==> config.mk <==
export PLATFORM = sky130hd
export DESIGN_NAME = cacsr_core
export DESIGN_NICKNAME = d
export VERILOG_FILES = /design/src/core/cacsr_pkg.sv /design/src/core/cacsr_core.sv
export VERILOG_INCLUDE_DIRS = /design/src /design/src/core
export SDC_FILE = /design/constraint.sdc
export NUM_CORES = 1
export LEC_CHECK = 0
export BUFFER_PORTS_ARGS = -buffer_cell sky130_fd_sc_hd__buf_2
export CAP_MARGIN = 20
export CORE_ASPECT_RATIO = 0.9
export CORE_MARGIN = 1.5
export CORE_UTILIZATION = 35
export CTS_CLUSTER_SIZE = 28
export DETAILED_ROUTE_END_ITERATION = 8
export HOLD_SLACK_MARGIN = 0.03
export PLACE_DENSITY = 0.64
export SYNTH_ARGS = -nofsm -noshare
export SYNTH_HDL_FRONTEND = slang
export SYNTH_SLANG_ARGS = --single-unit
==> constraint.sdc <==
create_clock -name CLK -period 2.78 [get_ports CLK]
set_input_delay 0.417 -clock CLK [delete_from_list [all_inputs] [get_ports CLK]]
set_output_delay 0.417 -clock CLK [all_outputs]
set_load 0.005 [all_outputs]
==> src/core/cacsr_params.svh <==
// Offsets, field positions, reset values and timing counts of the control block
`ifndef CACSR_PARAMS_SVH
`define CACSR_PARAMS_SVH

`define CACSR_ADDR_UPDATE     10'h000
`define CACSR_ADDR_STANDBY    10'h001
`define CACSR_ADDR_FE_LAST    10'h01f
`define CACSR_ADDR_CLAMP_LVL  10'h004
`define CACSR_ADDR_RUN_WATCH  10'h020
`define CACSR_ADDR_SEQ_FIRST  10'h037
`define CACSR_ADDR_SEQ_LAST   10'h0ff

`define CACSR_UPD_FE_SYNC     0
`define CACSR_UPD_POL_LO      1
`define CACSR_UPD_POL_HI      2
`define CACSR_UPD_SEQ_LINE    3
`define CACSR_STBY_FRONT      0
`define CACSR_STBY_CONV1      1
`define CACSR_STBY_CONV2      2
`define CACSR_RUN_SEQ         0
`define CACSR_RUN_WATCH       4

`define CACSR_RST_UPDATE      6'h00
`define CACSR_RST_STANDBY     6'h06
`define CACSR_RST_CLAMP_LVL   6'h08
`define CACSR_RST_RUN_WATCH   6'h10

`define CACSR_FRAME_BITS      5'h10
`define CACSR_LVL10_BASE      7'h10
`define CACSR_LVL12_BASE      9'h040
`define CACSR_BLACK_SKIP      3'h6

`define CACSR_CLK_PS          5000
`define CACSR_STOP_NS         1000
`define CACSR_STOP_CYC        ((`CACSR_STOP_NS * 1000) / `CACSR_CLK_PS)

`endif

==> src/core/cacsr_pkg.sv <==
// Types of the front-end control block
package cacsr_pkg;

  typedef struct packed {
    logic       mck_s1;
    logic       mck_s2;
    logic       mck_s3;
    logic       sck_s1;
    logic       sck_s2;
    logic       sck_s3;
    logic       cs_s1;
    logic       cs_s2;
    logic       cs_s3;
    logic       sd_s1;
    logic       sd_s2;
    logic       ld_s1;
    logic       ld_s2;
    logic       ld_s3;
    logic       vs_s1;
    logic       vs_s2;
    logic       vs_s3;
    logic [15:0] sh;
    logic [4:0] bitcnt;
    logic [5:0] upd;
    logic [5:0] stby;
    logic [5:0] stby_p;
    logic       stby_pv;
    logic [5:0] lvl;
    logic [5:0] lvl_p;
    logic       lvl_pv;
    logic [5:0] run;
    logic       seq_pend;
    logic [7:0] stopcnt;
    logic       stopped;
    logic [2:0] bcnt;
    logic       o_ref;
    logic       o_data;
    logic       o_dum;
    logic       o_blk;
    logic       o_iclamp;
    logic       o_bcal;
    logic       o_oe;
    logic       o_c1;
    logic       o_c2;
    logic       o_trun;
    logic       o_seqap;
    logic [6:0] o_l10;
    logic [8:0] o_l12;
    logic       o_stop;
  } cacsr_st_t;

endpackage : cacsr_pkg

==> src/core/cacsr_core.sv <==
// Common control: update timing, clock stop watch, standby, strobe gating, clamp level
//
// Behaviour
// - Sequencer settings apply now or at line
// - Polarity field picks load or sync edge
// - Bit 0 picks real-time or edge update
// - Register ranges follow their update selection
// - Clock stop watch enabled by generator_run_and_clock_watch[4]
// - Clock stop clears registers until chip reset
// - Sequencer standby while generator_run_and_clock_watch[0] is zero
// - Front standby floats its data outputs
// - Standby disables blocks, three independent controls
// - Late front standby after sequencer standby ignored when front updates wait for a vertical sync edge
// - Chip reset restores all defaults asynchronously
// - Sampler strobes are active low
// - Input clamp needs dummy and reference strobes
// - First six black window pixels not effective
`include "cacsr_params.svh"
`timescale 1ns/1ps
`default_nettype none

module cacsr_core (
  input  wire logic       CLK,
  input  wire logic       ARST_N,
  input  wire logic       CE,
  input  wire logic       PIXEL_MASTER_CLOCK,
  input  wire logic       SCLK,
  input  wire logic       SDATA,
  input  wire logic       CS_N,
  input  wire logic       LOAD_STROBE,
  input  wire logic       VERTICAL_SYNC,
  input  wire logic       VSEQ_LINE_HIT,
  input  wire logic       REF_SAMPLE_STROBE_N,
  input  wire logic       DATA_SAMPLE_STROBE_N,
  input  wire logic       DUMMY_CLAMP_STROBE_N,
  input  wire logic       BLACK_CLAMP_STROBE_N,
  output logic            SAMPLER_REF_N,
  output logic            SAMPLER_DATA_N,
  output logic            SAMPLER_DUMMY_N,
  output logic            SAMPLER_BLACK_N,
  output logic            INPUT_CLAMP_EN,
  output logic            BLACK_CAL_EN,
  output logic            FRONT_DATA_OE,
  output logic            CONV1_RUN,
  output logic            CONV2_RUN,
  output logic            SEQ_RUN,
  output logic            SEQ_SETTINGS_APPLY,
  output logic [6:0]      CLAMP_LEVEL_10,
  output logic [8:0]      CLAMP_LEVEL_12,
  output logic            MCK_STOPPED
);

  ////////////////////////////////////////////////////////////////////////////
  // Reset release
  logic [1:0]              rs_r;
  logic                    rst_n;
  cacsr_pkg::cacsr_st_t    st_r;
  cacsr_pkg::cacsr_st_t    st_nxt;

  localparam cacsr_pkg::cacsr_st_t ST_RST = '{
    sck_s1: 1'b1, sck_s2: 1'b1, sck_s3: 1'b1,
    cs_s1: 1'b1, cs_s2: 1'b1, cs_s3: 1'b1,
    upd: `CACSR_RST_UPDATE, stby: `CACSR_RST_STANDBY, stby_p: `CACSR_RST_STANDBY,
    lvl: `CACSR_RST_CLAMP_LVL, lvl_p: `CACSR_RST_CLAMP_LVL, run: `CACSR_RST_RUN_WATCH,
    o_ref: 1'b1, o_data: 1'b1, o_dum: 1'b1, o_blk: 1'b1,
    o_l10: 7'h20, o_l12: 9'h080,
    default: '0};

  localparam logic [7:0] STOP_CYC = 8'(`CACSR_STOP_CYC);

  always_ff @(posedge CLK or negedge ARST_N) begin
    if (!ARST_N) begin
      rs_r <= 2'h0;
    end else begin
      rs_r <= {rs_r[0], 1'b1};
    end
  end
  assign rst_n = rs_r[1];

  ////////////////////////////////////////////////////////////////////////////
  // Next state
  logic       sck_rise;
  logic       cs_rise;
  logic       ld_rise;
  logic       ld_fall;
  logic       vs_rise;
  logic       vs_fall;
  logic       mck_edge;
  logic       mck_rise;
  logic       fe_evt;
  logic       vs_mode;
  logic       wr;
  logic       front_off;
  logic [9:0] waddr;
  logic [5:0] wdata;
  logic [5:0] keep;

  always_comb begin
    st_nxt   = st_r;
    sck_rise = st_r.sck_s2 & ~st_r.sck_s3;
    cs_rise  = st_r.cs_s2 & ~st_r.cs_s3;
    ld_rise  = st_r.ld_s2 & ~st_r.ld_s3;
    ld_fall  = ~st_r.ld_s2 & st_r.ld_s3;
    vs_rise  = st_r.vs_s2 & ~st_r.vs_s3;
    vs_fall  = ~st_r.vs_s2 & st_r.vs_s3;
    mck_edge = st_r.mck_s2 ^ st_r.mck_s3;
    mck_rise = st_r.mck_s2 & ~st_r.mck_s3;
    waddr    = st_r.sh[9:0];
    wdata    = st_r.sh[15:10];

    // Pin synchronisers
    st_nxt.mck_s1 = PIXEL_MASTER_CLOCK;
    st_nxt.mck_s2 = st_r.mck_s1;
    st_nxt.mck_s3 = st_r.mck_s2;
    st_nxt.sck_s1 = SCLK;
    st_nxt.sck_s2 = st_r.sck_s1;
    st_nxt.sck_s3 = st_r.sck_s2;
    st_nxt.cs_s1  = CS_N;
    st_nxt.cs_s2  = st_r.cs_s1;
    st_nxt.cs_s3  = st_r.cs_s2;
    st_nxt.sd_s1  = SDATA;
    st_nxt.sd_s2  = st_r.sd_s1;
    st_nxt.ld_s1  = LOAD_STROBE;
    st_nxt.ld_s2  = st_r.ld_s1;
    st_nxt.ld_s3  = st_r.ld_s2;
    st_nxt.vs_s1  = VERTICAL_SYNC;
    st_nxt.vs_s2  = st_r.vs_s1;
    st_nxt.vs_s3  = st_r.vs_s2;

    // Standard write only, LSB first; longer streams keep the first frame
    if (!st_r.cs_s2 && sck_rise && st_r.bitcnt != `CACSR_FRAME_BITS) begin
      st_nxt.sh     = {st_r.sd_s2, st_r.sh[15:1]};
      st_nxt.bitcnt = st_r.bitcnt + 5'h01;
    end
    wr = cs_rise && st_r.bitcnt == `CACSR_FRAME_BITS && !st_r.stopped;
    if (cs_rise) begin
      st_nxt.bitcnt = 5'h00;
    end

    case (st_r.upd[`CACSR_UPD_POL_HI:`CACSR_UPD_POL_LO])
      2'h0:    fe_evt = ld_rise;
      2'h1:    fe_evt = ld_fall;
      2'h2:    fe_evt = vs_rise;
      2'h3:    fe_evt = vs_fall;
      default: fe_evt = 1'b0;
    endcase
    vs_mode = st_r.upd[`CACSR_UPD_FE_SYNC] & st_r.upd[`CACSR_UPD_POL_HI];

    // in vertical sync edge update mode, block new standby bits once sequencer sleeps
    keep = (vs_mode && !st_r.run[`CACSR_RUN_SEQ]) ? st_r.stby : 6'h3f;

    // apply held front values on edge
    if (st_r.upd[`CACSR_UPD_FE_SYNC] && fe_evt) begin
      if (st_r.stby_pv) begin
        st_nxt.stby    = st_r.stby_p & keep;
        st_nxt.stby_pv = 1'b0;
      end
      if (st_r.lvl_pv) begin
        st_nxt.lvl    = st_r.lvl_p;
        st_nxt.lvl_pv = 1'b0;
      end
    end

    st_nxt.o_seqap = 1'b0;
    if (st_r.seq_pend && VSEQ_LINE_HIT) begin
      st_nxt.o_seqap  = 1'b1;
      st_nxt.seq_pend = 1'b0;
    end

    if (wr) begin
      if (waddr == `CACSR_ADDR_UPDATE) begin
        st_nxt.upd = wdata;
      end else if (waddr == `CACSR_ADDR_RUN_WATCH) begin
        st_nxt.run = wdata;
      end else if (waddr == `CACSR_ADDR_STANDBY || waddr == `CACSR_ADDR_CLAMP_LVL) begin
        if (!st_r.upd[`CACSR_UPD_FE_SYNC]) begin
          if (waddr == `CACSR_ADDR_STANDBY) st_nxt.stby = wdata;
          else st_nxt.lvl = wdata;
        end else if (waddr == `CACSR_ADDR_STANDBY) begin
          st_nxt.stby_p  = wdata;
          st_nxt.stby_pv = 1'b1;
        end else begin
          st_nxt.lvl_p  = wdata;
          st_nxt.lvl_pv = 1'b1;
        end
      end else if (waddr >= `CACSR_ADDR_SEQ_FIRST && waddr <= `CACSR_ADDR_SEQ_LAST) begin
        if (st_r.upd[`CACSR_UPD_SEQ_LINE]) begin
          st_nxt.seq_pend = 1'b1;
        end else begin
          st_nxt.o_seqap = 1'b1;
        end
      end
    end

    // count reference cycles without clock edge
    if (mck_edge || !st_r.run[`CACSR_RUN_WATCH]) begin
      st_nxt.stopcnt = 8'h00;
    end else if (st_r.stopcnt != STOP_CYC) begin
      st_nxt.stopcnt = st_r.stopcnt + 8'h01;
    end
    if (st_r.run[`CACSR_RUN_WATCH] && st_r.stopcnt == STOP_CYC) begin
      st_nxt.stopped = 1'b1;
    end
    // stop clears all, held until reset
    if (st_r.stopped) begin
      st_nxt.upd      = 6'h00;
      st_nxt.stby     = 6'h00;
      st_nxt.stby_p   = 6'h00;
      st_nxt.stby_pv  = 1'b0;
      st_nxt.lvl      = 6'h00;
      st_nxt.lvl_p    = 6'h00;
      st_nxt.lvl_pv   = 1'b0;
      st_nxt.run      = 6'h00;
      st_nxt.seq_pend = 1'b0;
    end
    st_nxt.o_stop = st_r.stopped;

    front_off = st_r.stby[`CACSR_STBY_FRONT] | ~st_r.run[`CACSR_RUN_SEQ] | st_r.stopped;
    // sequencer runs only when bit set
    st_nxt.o_trun = st_r.run[`CACSR_RUN_SEQ] & ~st_r.stopped;
    // data outputs floated in front standby
    st_nxt.o_oe   = ~st_r.stby[`CACSR_STBY_FRONT] & ~st_r.stopped;
    st_nxt.o_c1   = ~st_r.stby[`CACSR_STBY_CONV1] & ~st_r.stopped;
    st_nxt.o_c2   = ~st_r.stby[`CACSR_STBY_CONV2] & ~st_r.stopped;

    // active-low strobes, masked high when idle
    st_nxt.o_ref  = REF_SAMPLE_STROBE_N | front_off;
    st_nxt.o_data = DATA_SAMPLE_STROBE_N | front_off;
    st_nxt.o_dum  = DUMMY_CLAMP_STROBE_N | front_off;
    st_nxt.o_blk  = BLACK_CLAMP_STROBE_N | front_off;
    st_nxt.o_iclamp = ~front_off & ~DUMMY_CLAMP_STROBE_N & ~REF_SAMPLE_STROBE_N;

    // skip first pixels of black window
    if (BLACK_CLAMP_STROBE_N || front_off) begin
      st_nxt.bcnt = 3'h0;
    end else if (mck_rise && st_r.bcnt != `CACSR_BLACK_SKIP) begin
      st_nxt.bcnt = st_r.bcnt + 3'h1;
    end
    st_nxt.o_bcal = ~BLACK_CLAMP_STROBE_N & ~front_off & (st_r.bcnt == `CACSR_BLACK_SKIP);

    st_nxt.o_l10 = `CACSR_LVL10_BASE + {1'b0, st_r.lvl[4:0], 1'b0};
    st_nxt.o_l12 = `CACSR_LVL12_BASE + {1'b0, st_r.lvl[4:0], 3'h0};
  end

  ////////////////////////////////////////////////////////////////////////////
  // State register
  // async clear to defaults
  always_ff @(posedge CLK or negedge rst_n) begin
    if (!rst_n) begin
      st_r <= ST_RST;
    end else if (CE) begin
      st_r <= st_nxt;
    end
  end

  ////////////////////////////////////////////////////////////////////////////
  // Outputs
  assign SAMPLER_REF_N      = st_r.o_ref;
  assign SAMPLER_DATA_N     = st_r.o_data;
  assign SAMPLER_DUMMY_N    = st_r.o_dum;
  assign SAMPLER_BLACK_N    = st_r.o_blk;
  assign INPUT_CLAMP_EN     = st_r.o_iclamp;
  assign BLACK_CAL_EN       = st_r.o_bcal;
  assign FRONT_DATA_OE      = st_r.o_oe;
  assign CONV1_RUN          = st_r.o_c1;
  assign CONV2_RUN          = st_r.o_c2;
  assign SEQ_RUN            = st_r.o_trun;
  assign SEQ_SETTINGS_APPLY = st_r.o_seqap;
  assign CLAMP_LEVEL_10     = st_r.o_l10;
  assign CLAMP_LEVEL_12     = st_r.o_l12;
  assign MCK_STOPPED        = st_r.o_stop;

endmodule : cacsr_core

`default_nettype wire

### After elaboration in Yosys (flattened, before gate mapping)

Cells that the tools add are included.

| storage, ports and cells | value |
|---|---|
| output and inout port bits | 28 |
| latch bits | 0 |
| memory bits (writable) | 0 |
| bits of input ports | 14 |
| bits in registers | 116 |
| ROM bits | 0 |
| memories kept | 0 |
| logic and storage cells | 185 |

| cells by class | value |
|---|---|
| $add $sub $neg | 5 |
| div/mod/pow operators | 0 |
| bitwise gates (word level) | 40 |
| reductions and logical operators | 37 |
| multiplexer cells | 40 |
| equality and inequality tests | 15 |
| order comparisons | 2 |
| multipliers | 0 |
| shift operators | 0 |

Operator list:

| cell | count |
|---|---|
| $mux 37 | 2 |
| $mux 6 | 9 |
| $mux 26 | 2 |
| $mux 7 | 5 |
| $mux 33 | 1 |
| $reduce_bool 2->1 | 9 |
| $and 1x1->1 | 16 |
| $mux 8 | 2 |
| $not 1->1 | 16 |
| $reduce_and 7->1 | 2 |
| $mux 1 | 13 |
| $eq 10x1->1 const B | 1 |
| $eq 10x3->1 const B | 1 |
| $eq 10x6->1 const B | 1 |
| $ge 10x6->1 const B | 1 |
| $le 10x8->1 const B | 1 |
| $logic_and 1x1->1 | 10 |
| $logic_not 10->1 | 1 |
| $mux 5 | 2 |
| $reduce_and 2->1 | 5 |
| $add 7x8->9 const A | 1 |
| $add 8x1->8 const B | 1 |
| $eq 8x8->1 const B | 1 |
| $ne 8x8->1 const B | 1 |
| 21 further kinds | 35 |

### Logic depth before layout (Yosys ltp)

| depth | value |
|---|---|
| depth in word-level cells | 13 |
| mapped depth | 8 |
| gate-level depth less buffers | 7 |

### Worst setup path before layout

No wires, ideal clock.

| path | value |
|---|---|
| path type | register to register |
| from | register st_r[93] in the netlist's numbering |
| to | register st_r[58] in the netlist's numbering |
| buffers on the path | 0 |
| clock period less this slack | 2.081 ns |
| slack | 0.699 ns |
| cell stages (with the launch flop) | 6 |
| setup time | 0.126 ns |
| data required time | 2.654 ns |
| arrival | 1.955 ns |
| cell sequence | dfrtp_1 -> or4_4 -> or4_4 -> or2_4 -> o21ai_1 -> o2bb2ai_1 |

| on the way | value |
|---|---|
| longest elaborated chain between the ends | 8 |
| elaborated cells on any way between the ends | 12 |
| those cells by class | eq/ne (3); mux (7); reduce/logical (2) |

Ends and longest elaborated chain:

| element | RTL line | text |
|---|---|---|
| from (decl) | cacsr_core.sv:57 | `cacsr_pkg::cacsr_st_t st_r;` |
| from (signal assigned) | cacsr_core.sv:252 | `st_r <= st_nxt;` |
| $eq 10x1->1 (no line) | - |  |
| $mux 6 | cacsr_core.sv:177 | `` if (waddr == `CACSR_ADDR_STANDBY) st_nxt.stby = wdata; `` |
| $mux 6 | cacsr_core.sv:176 | `` if (!st_r.upd[`CACSR_UPD_FE_SYNC]) begin `` |
| $mux 26 | cacsr_core.sv:175 | `` end else if (waddr == `CACSR_ADDR_STANDBY \|\| waddr == `CACSR_ADDR_CLAMP_LVL) begin `` |
| $mux 26 | cacsr_core.sv:173 | `` end else if (waddr == `CACSR_ADDR_RUN_WATCH) begin `` |
| $mux 33 (*) | cacsr_core.sv:171 | `` if (waddr == `CACSR_ADDR_UPDATE) begin `` |
| $mux 37 (*) | cacsr_core.sv:170 | `if (wr) begin` |
| $mux 37 (*) | cacsr_core.sv:205 | `if (st_r.stopped) begin` |

Every way passes the cells marked *; elsewhere a longest branch is shown, timed or not. The select of a mux whose other input is x is not followed.
A chain may end at the register's enable or synchronous reset.

### Worst setup path after layout

| path | value |
|---|---|
| from | register st_r[93] in the netlist's numbering |
| to | register st_r[75] in the netlist's numbering |

| on the way | value |
|---|---|
| longest elaborated chain between the ends | 3 |

Ends and longest elaborated chain:

| element |
|---|
| $logic_not 10->1 (no line) |
| $reduce_bool 2->1 (no line) |
| $reduce_and 3->1 (no line) |

No other way between the ends.

==> qor.csv <==
metric,value,unit
LEAKAGE,2.322,nW
Slew @ Worst Pin,0.7244,ns
Synth Cell Area,4532,µm²
Final GP Congestion,0.7974,
YS warnings,0,
largest net degree at the start of global routing,62,
predominant post-synthesis flop cell,dfrtp_1,
most frequent cells in the layout,"dfrtp_1, nand2_1, buf_2",
register area,2404,µm²
crit share post-route,0.7868,
share of layout cells above drive strength 1,0.2534,
mux contribution to synthesized area,0.1010,
WP depth,5,
fill cell count,1234,
clk sink count,95,
Hold Crit Class,in2reg,
final hold vios,0,
WL final,9.157,mm
"Distinct cells, synth",56,
Post-layout nets,459,
Routed Antenna Nets,0,
first-pass GRT wire length,15.50,mm
largest family of logic cells by synthesized area,simple AND/OR/NAND/NOR gates,
H-tree levels,3,
Worst EP arrival,2.40,ns
final core occ,0.4049,
Max Cap Violations,0,
Mapped Cells,412,
Setup TNS,0,ns
Post-Route Skew,0.01012,ns
Critical Path End,st_r[75],
Setup crit start,st_r[93],
worst rel slew slack,0.5153,
switching part of the total,0.2515,
GRT Total Usage,0.1451,
Max Clk Rate,457.2,MHz
number of antenna violations at the first check in global routing,0,
CP Capture Type,register,
CP required,2.99,ns
P_sw,0.0008475,W
Hold Path Cell Cnt,2,
CP top delay family,simple AND/OR/NAND/NOR gates,
DRC viols,0,
Clock Root Buffer,clkbuf_16,
final setup fails,0,
crit path time final,2.187,ns
wire length per cell,15.11,µm
Power Density,655.8,nW/µm²
RSZ-0062 raised after global routing,false,
Synth Area in Compound Gates,0.1220,
Detailed Routing Iterations Pass 1,4,
worst path bufs/invs,0,
vias in the first global route,3049,
Synth Area in XOR/XNOR,0.01933,
Chip Height,111.0,µm
Clock Power Share,0.389,
std cell rows,39,
Worst R2R Start,st_r[93],
CP max-delay cell,or4_4,
"flops & latches, synth",95,
Crit path top cell by count,or4_4,
area delta synth->final,13.36,%
Post-synth EDFFs,0,
Initial Util,0.3572,
Sequential Power Share,0.495,
sequential element share of the synthesized area,0.5295,
"Critical Path, Cell by Cell",or4_4 -> or4_4 -> nor2_4 -> mux2i_1 -> o22ai_1,
CTS tree,done,
setup bufs post-CTS,0,
adder-cell area share of the yosys netlist,0.02209,
reg2reg path depth,5,
R2R Setup Slk,0.59,ns
cts bufs inserted,9,
Die Footprint,13640,µm²
die width,122.9,µm
antenna cells,0,
"commonest non-fill, non-tap cell in the layout",dfrtp_1,
Worst Setup Start Kind,register,
Worst VDD drop,407.5,µV
Clock transition at path regs,0.07,ns
internal power component,0.002522,W
Avg Inst Size Synth,11.00,µm²
PortBufs,37,
drt via density,5.208,
CP peak stage delay,0.58,ns
via count,3156,
worst-case clock buffer depth,2,
count of final max-slew check failures,0,
DP Wirelength,6.270,mm
Skew-Pair Late Insertion Delay,0.35,ns
simple-gate share of the synthesized area,0.1480,
CORE AREA,12690,µm²
DRT iter0 DRCs,146,
asr flop ratio synth,1.000,
number of I/O pins,42,
Crit Path Class,reg2reg,
total grt overflow,0,
CP Max Fanout,5,
area of the multi-input gates,1888,µm²
Logic pwr share,0.116,
FF-to-FF End,st_r[75],
outcome,completed,
==> synthesized netlist by cell type, types with 6 or more instances <==
cell type,n,share of area
nand4_1,7,0.0097
o22ai_1,8,0.011
ha_1,8,0.022
o21ai_0,10,0.011
nand3_1,6,0.0066
nand2_1,46,0.038
nor2_1,26,0.022
o31ai_1,6,0.0099
o2bb2ai_1,13,0.025
clkbuf_1,15,0.012
dfrtp_1,77,0.43
dfstp_2,18,0.10
xor2_1,7,0.014
and4_1,7,0.014
buf_4,16,0.027
mux2_2,30,0.075
a21oi_1,6,0.0066
o21ai_1,7,0.0077
inv_1,19,0.016
mux2i_1,12,0.027
and2_1,7,0.0097
==> sequential cells by signal (all words and copies together) (netlist names) <==
register            flops
st_r                   63
st_nxt                 12
CLAMP_LEVEL_12          6
rs_r                    2
BLACK_CAL_EN            1
CONV1_RUN               1
CONV2_RUN               1
FRONT_DATA_OE           1
INPUT_CLAMP_EN          1
MCK_STOPPED             1
SAMPLER_BLACK_N         1
SAMPLER_DATA_N          1
SAMPLER_DUMMY_N         1
SAMPLER_REF_N           1
SEQ_RUN                 1
SEQ_SETTINGS_APPLY      1
==> layer usage <==
metal	global-route usage	vias up	wire length, µm
met4	0.04806	0	127
met2	0.2126	57	4183
met3	0.03909	13	346
li1	-	1509	-
met1	0.2068	1577	4501
met5	0	-	0
==> timing repair <==
item,CTS,global route
hold endpoints to repair,2,0
resized for setup,0,0
hold buffers,1,0
==> power by group through the flow <==
stage          clock network (W)  logic, W  registers [W]
5_1_grt                  0.00141  0.000437        0.00169
4_1_cts                  0.00135  0.000394        0.00167
3_5_place_dp                   0  0.000390        0.00169
2_1_floorplan                  0  0.000304        0.00164
6_report                 0.00131  0.000390        0.00167
3_3_place_gp                   0  0.000377        0.00169
==> cell type report <==
type / instances / share of cell area
timing repair buffer: 44 / 0.04920
clock inverter: 4 / 0.01364
sequential: 95 / 0.4679
inverter: 19 / 0.01388
tap: 164 / 0.03994
clock buffer: 12 / 0.04798
multi-input combinational: 268 / 0.3675
==> stage by stage <==
stage	setup slack, ns	hold slack [ns]	power, W	std cells	area [µm²]
final	0.5928	0.2663	0.003369	606	5137
after global routing	0.4580	0.2711	0.003534	606	5137
after CTS	0.5867	0.2506	0.003417	606	5137
after detailed placement	0.6027	0.2064	0.002084	589	4811
after global placement	0.6513	0.2023	0.002064	589	4811
after floorplan	0.6992	0.1214	0.001948	415	4544
==> worst min-delay path by stage <==
| stage | start | endpoint | slack, ns |
|---|---|---|---|
| 3_3_place_gp | ARST_N | rs_r[0] | 0.20 |
| 2_1_floorplan | ARST_N | rs_r[0] | 0.12 |
| 5_1_grt | REF_SAMPLE_STROBE_N | INPUT_CLAMP_EN | 0.27 |
| 4_1_cts | REF_SAMPLE_STROBE_N | INPUT_CLAMP_EN | 0.25 |
| 6_report | REF_SAMPLE_STROBE_N | INPUT_CLAMP_EN | 0.27 |
| 3_5_place_dp | ARST_N | rs_r[0] | 0.21 |
==> kinds of logic after synthesis <==
| group | Yosys count |
|---|---|
| AND/OR/NAND/NOR | 126 |
| flip-flops | 95 |
| AO/OA/AOI/OAI | 77 |
| buffers and inverters | 52 |
| multiplexers | 42 |
| XOR/XNOR | 10 |
| adder cells (fa/ha/maj) | 8 |
| other | 2 |
No activity file was read; power rests on OpenSTA's default activity.
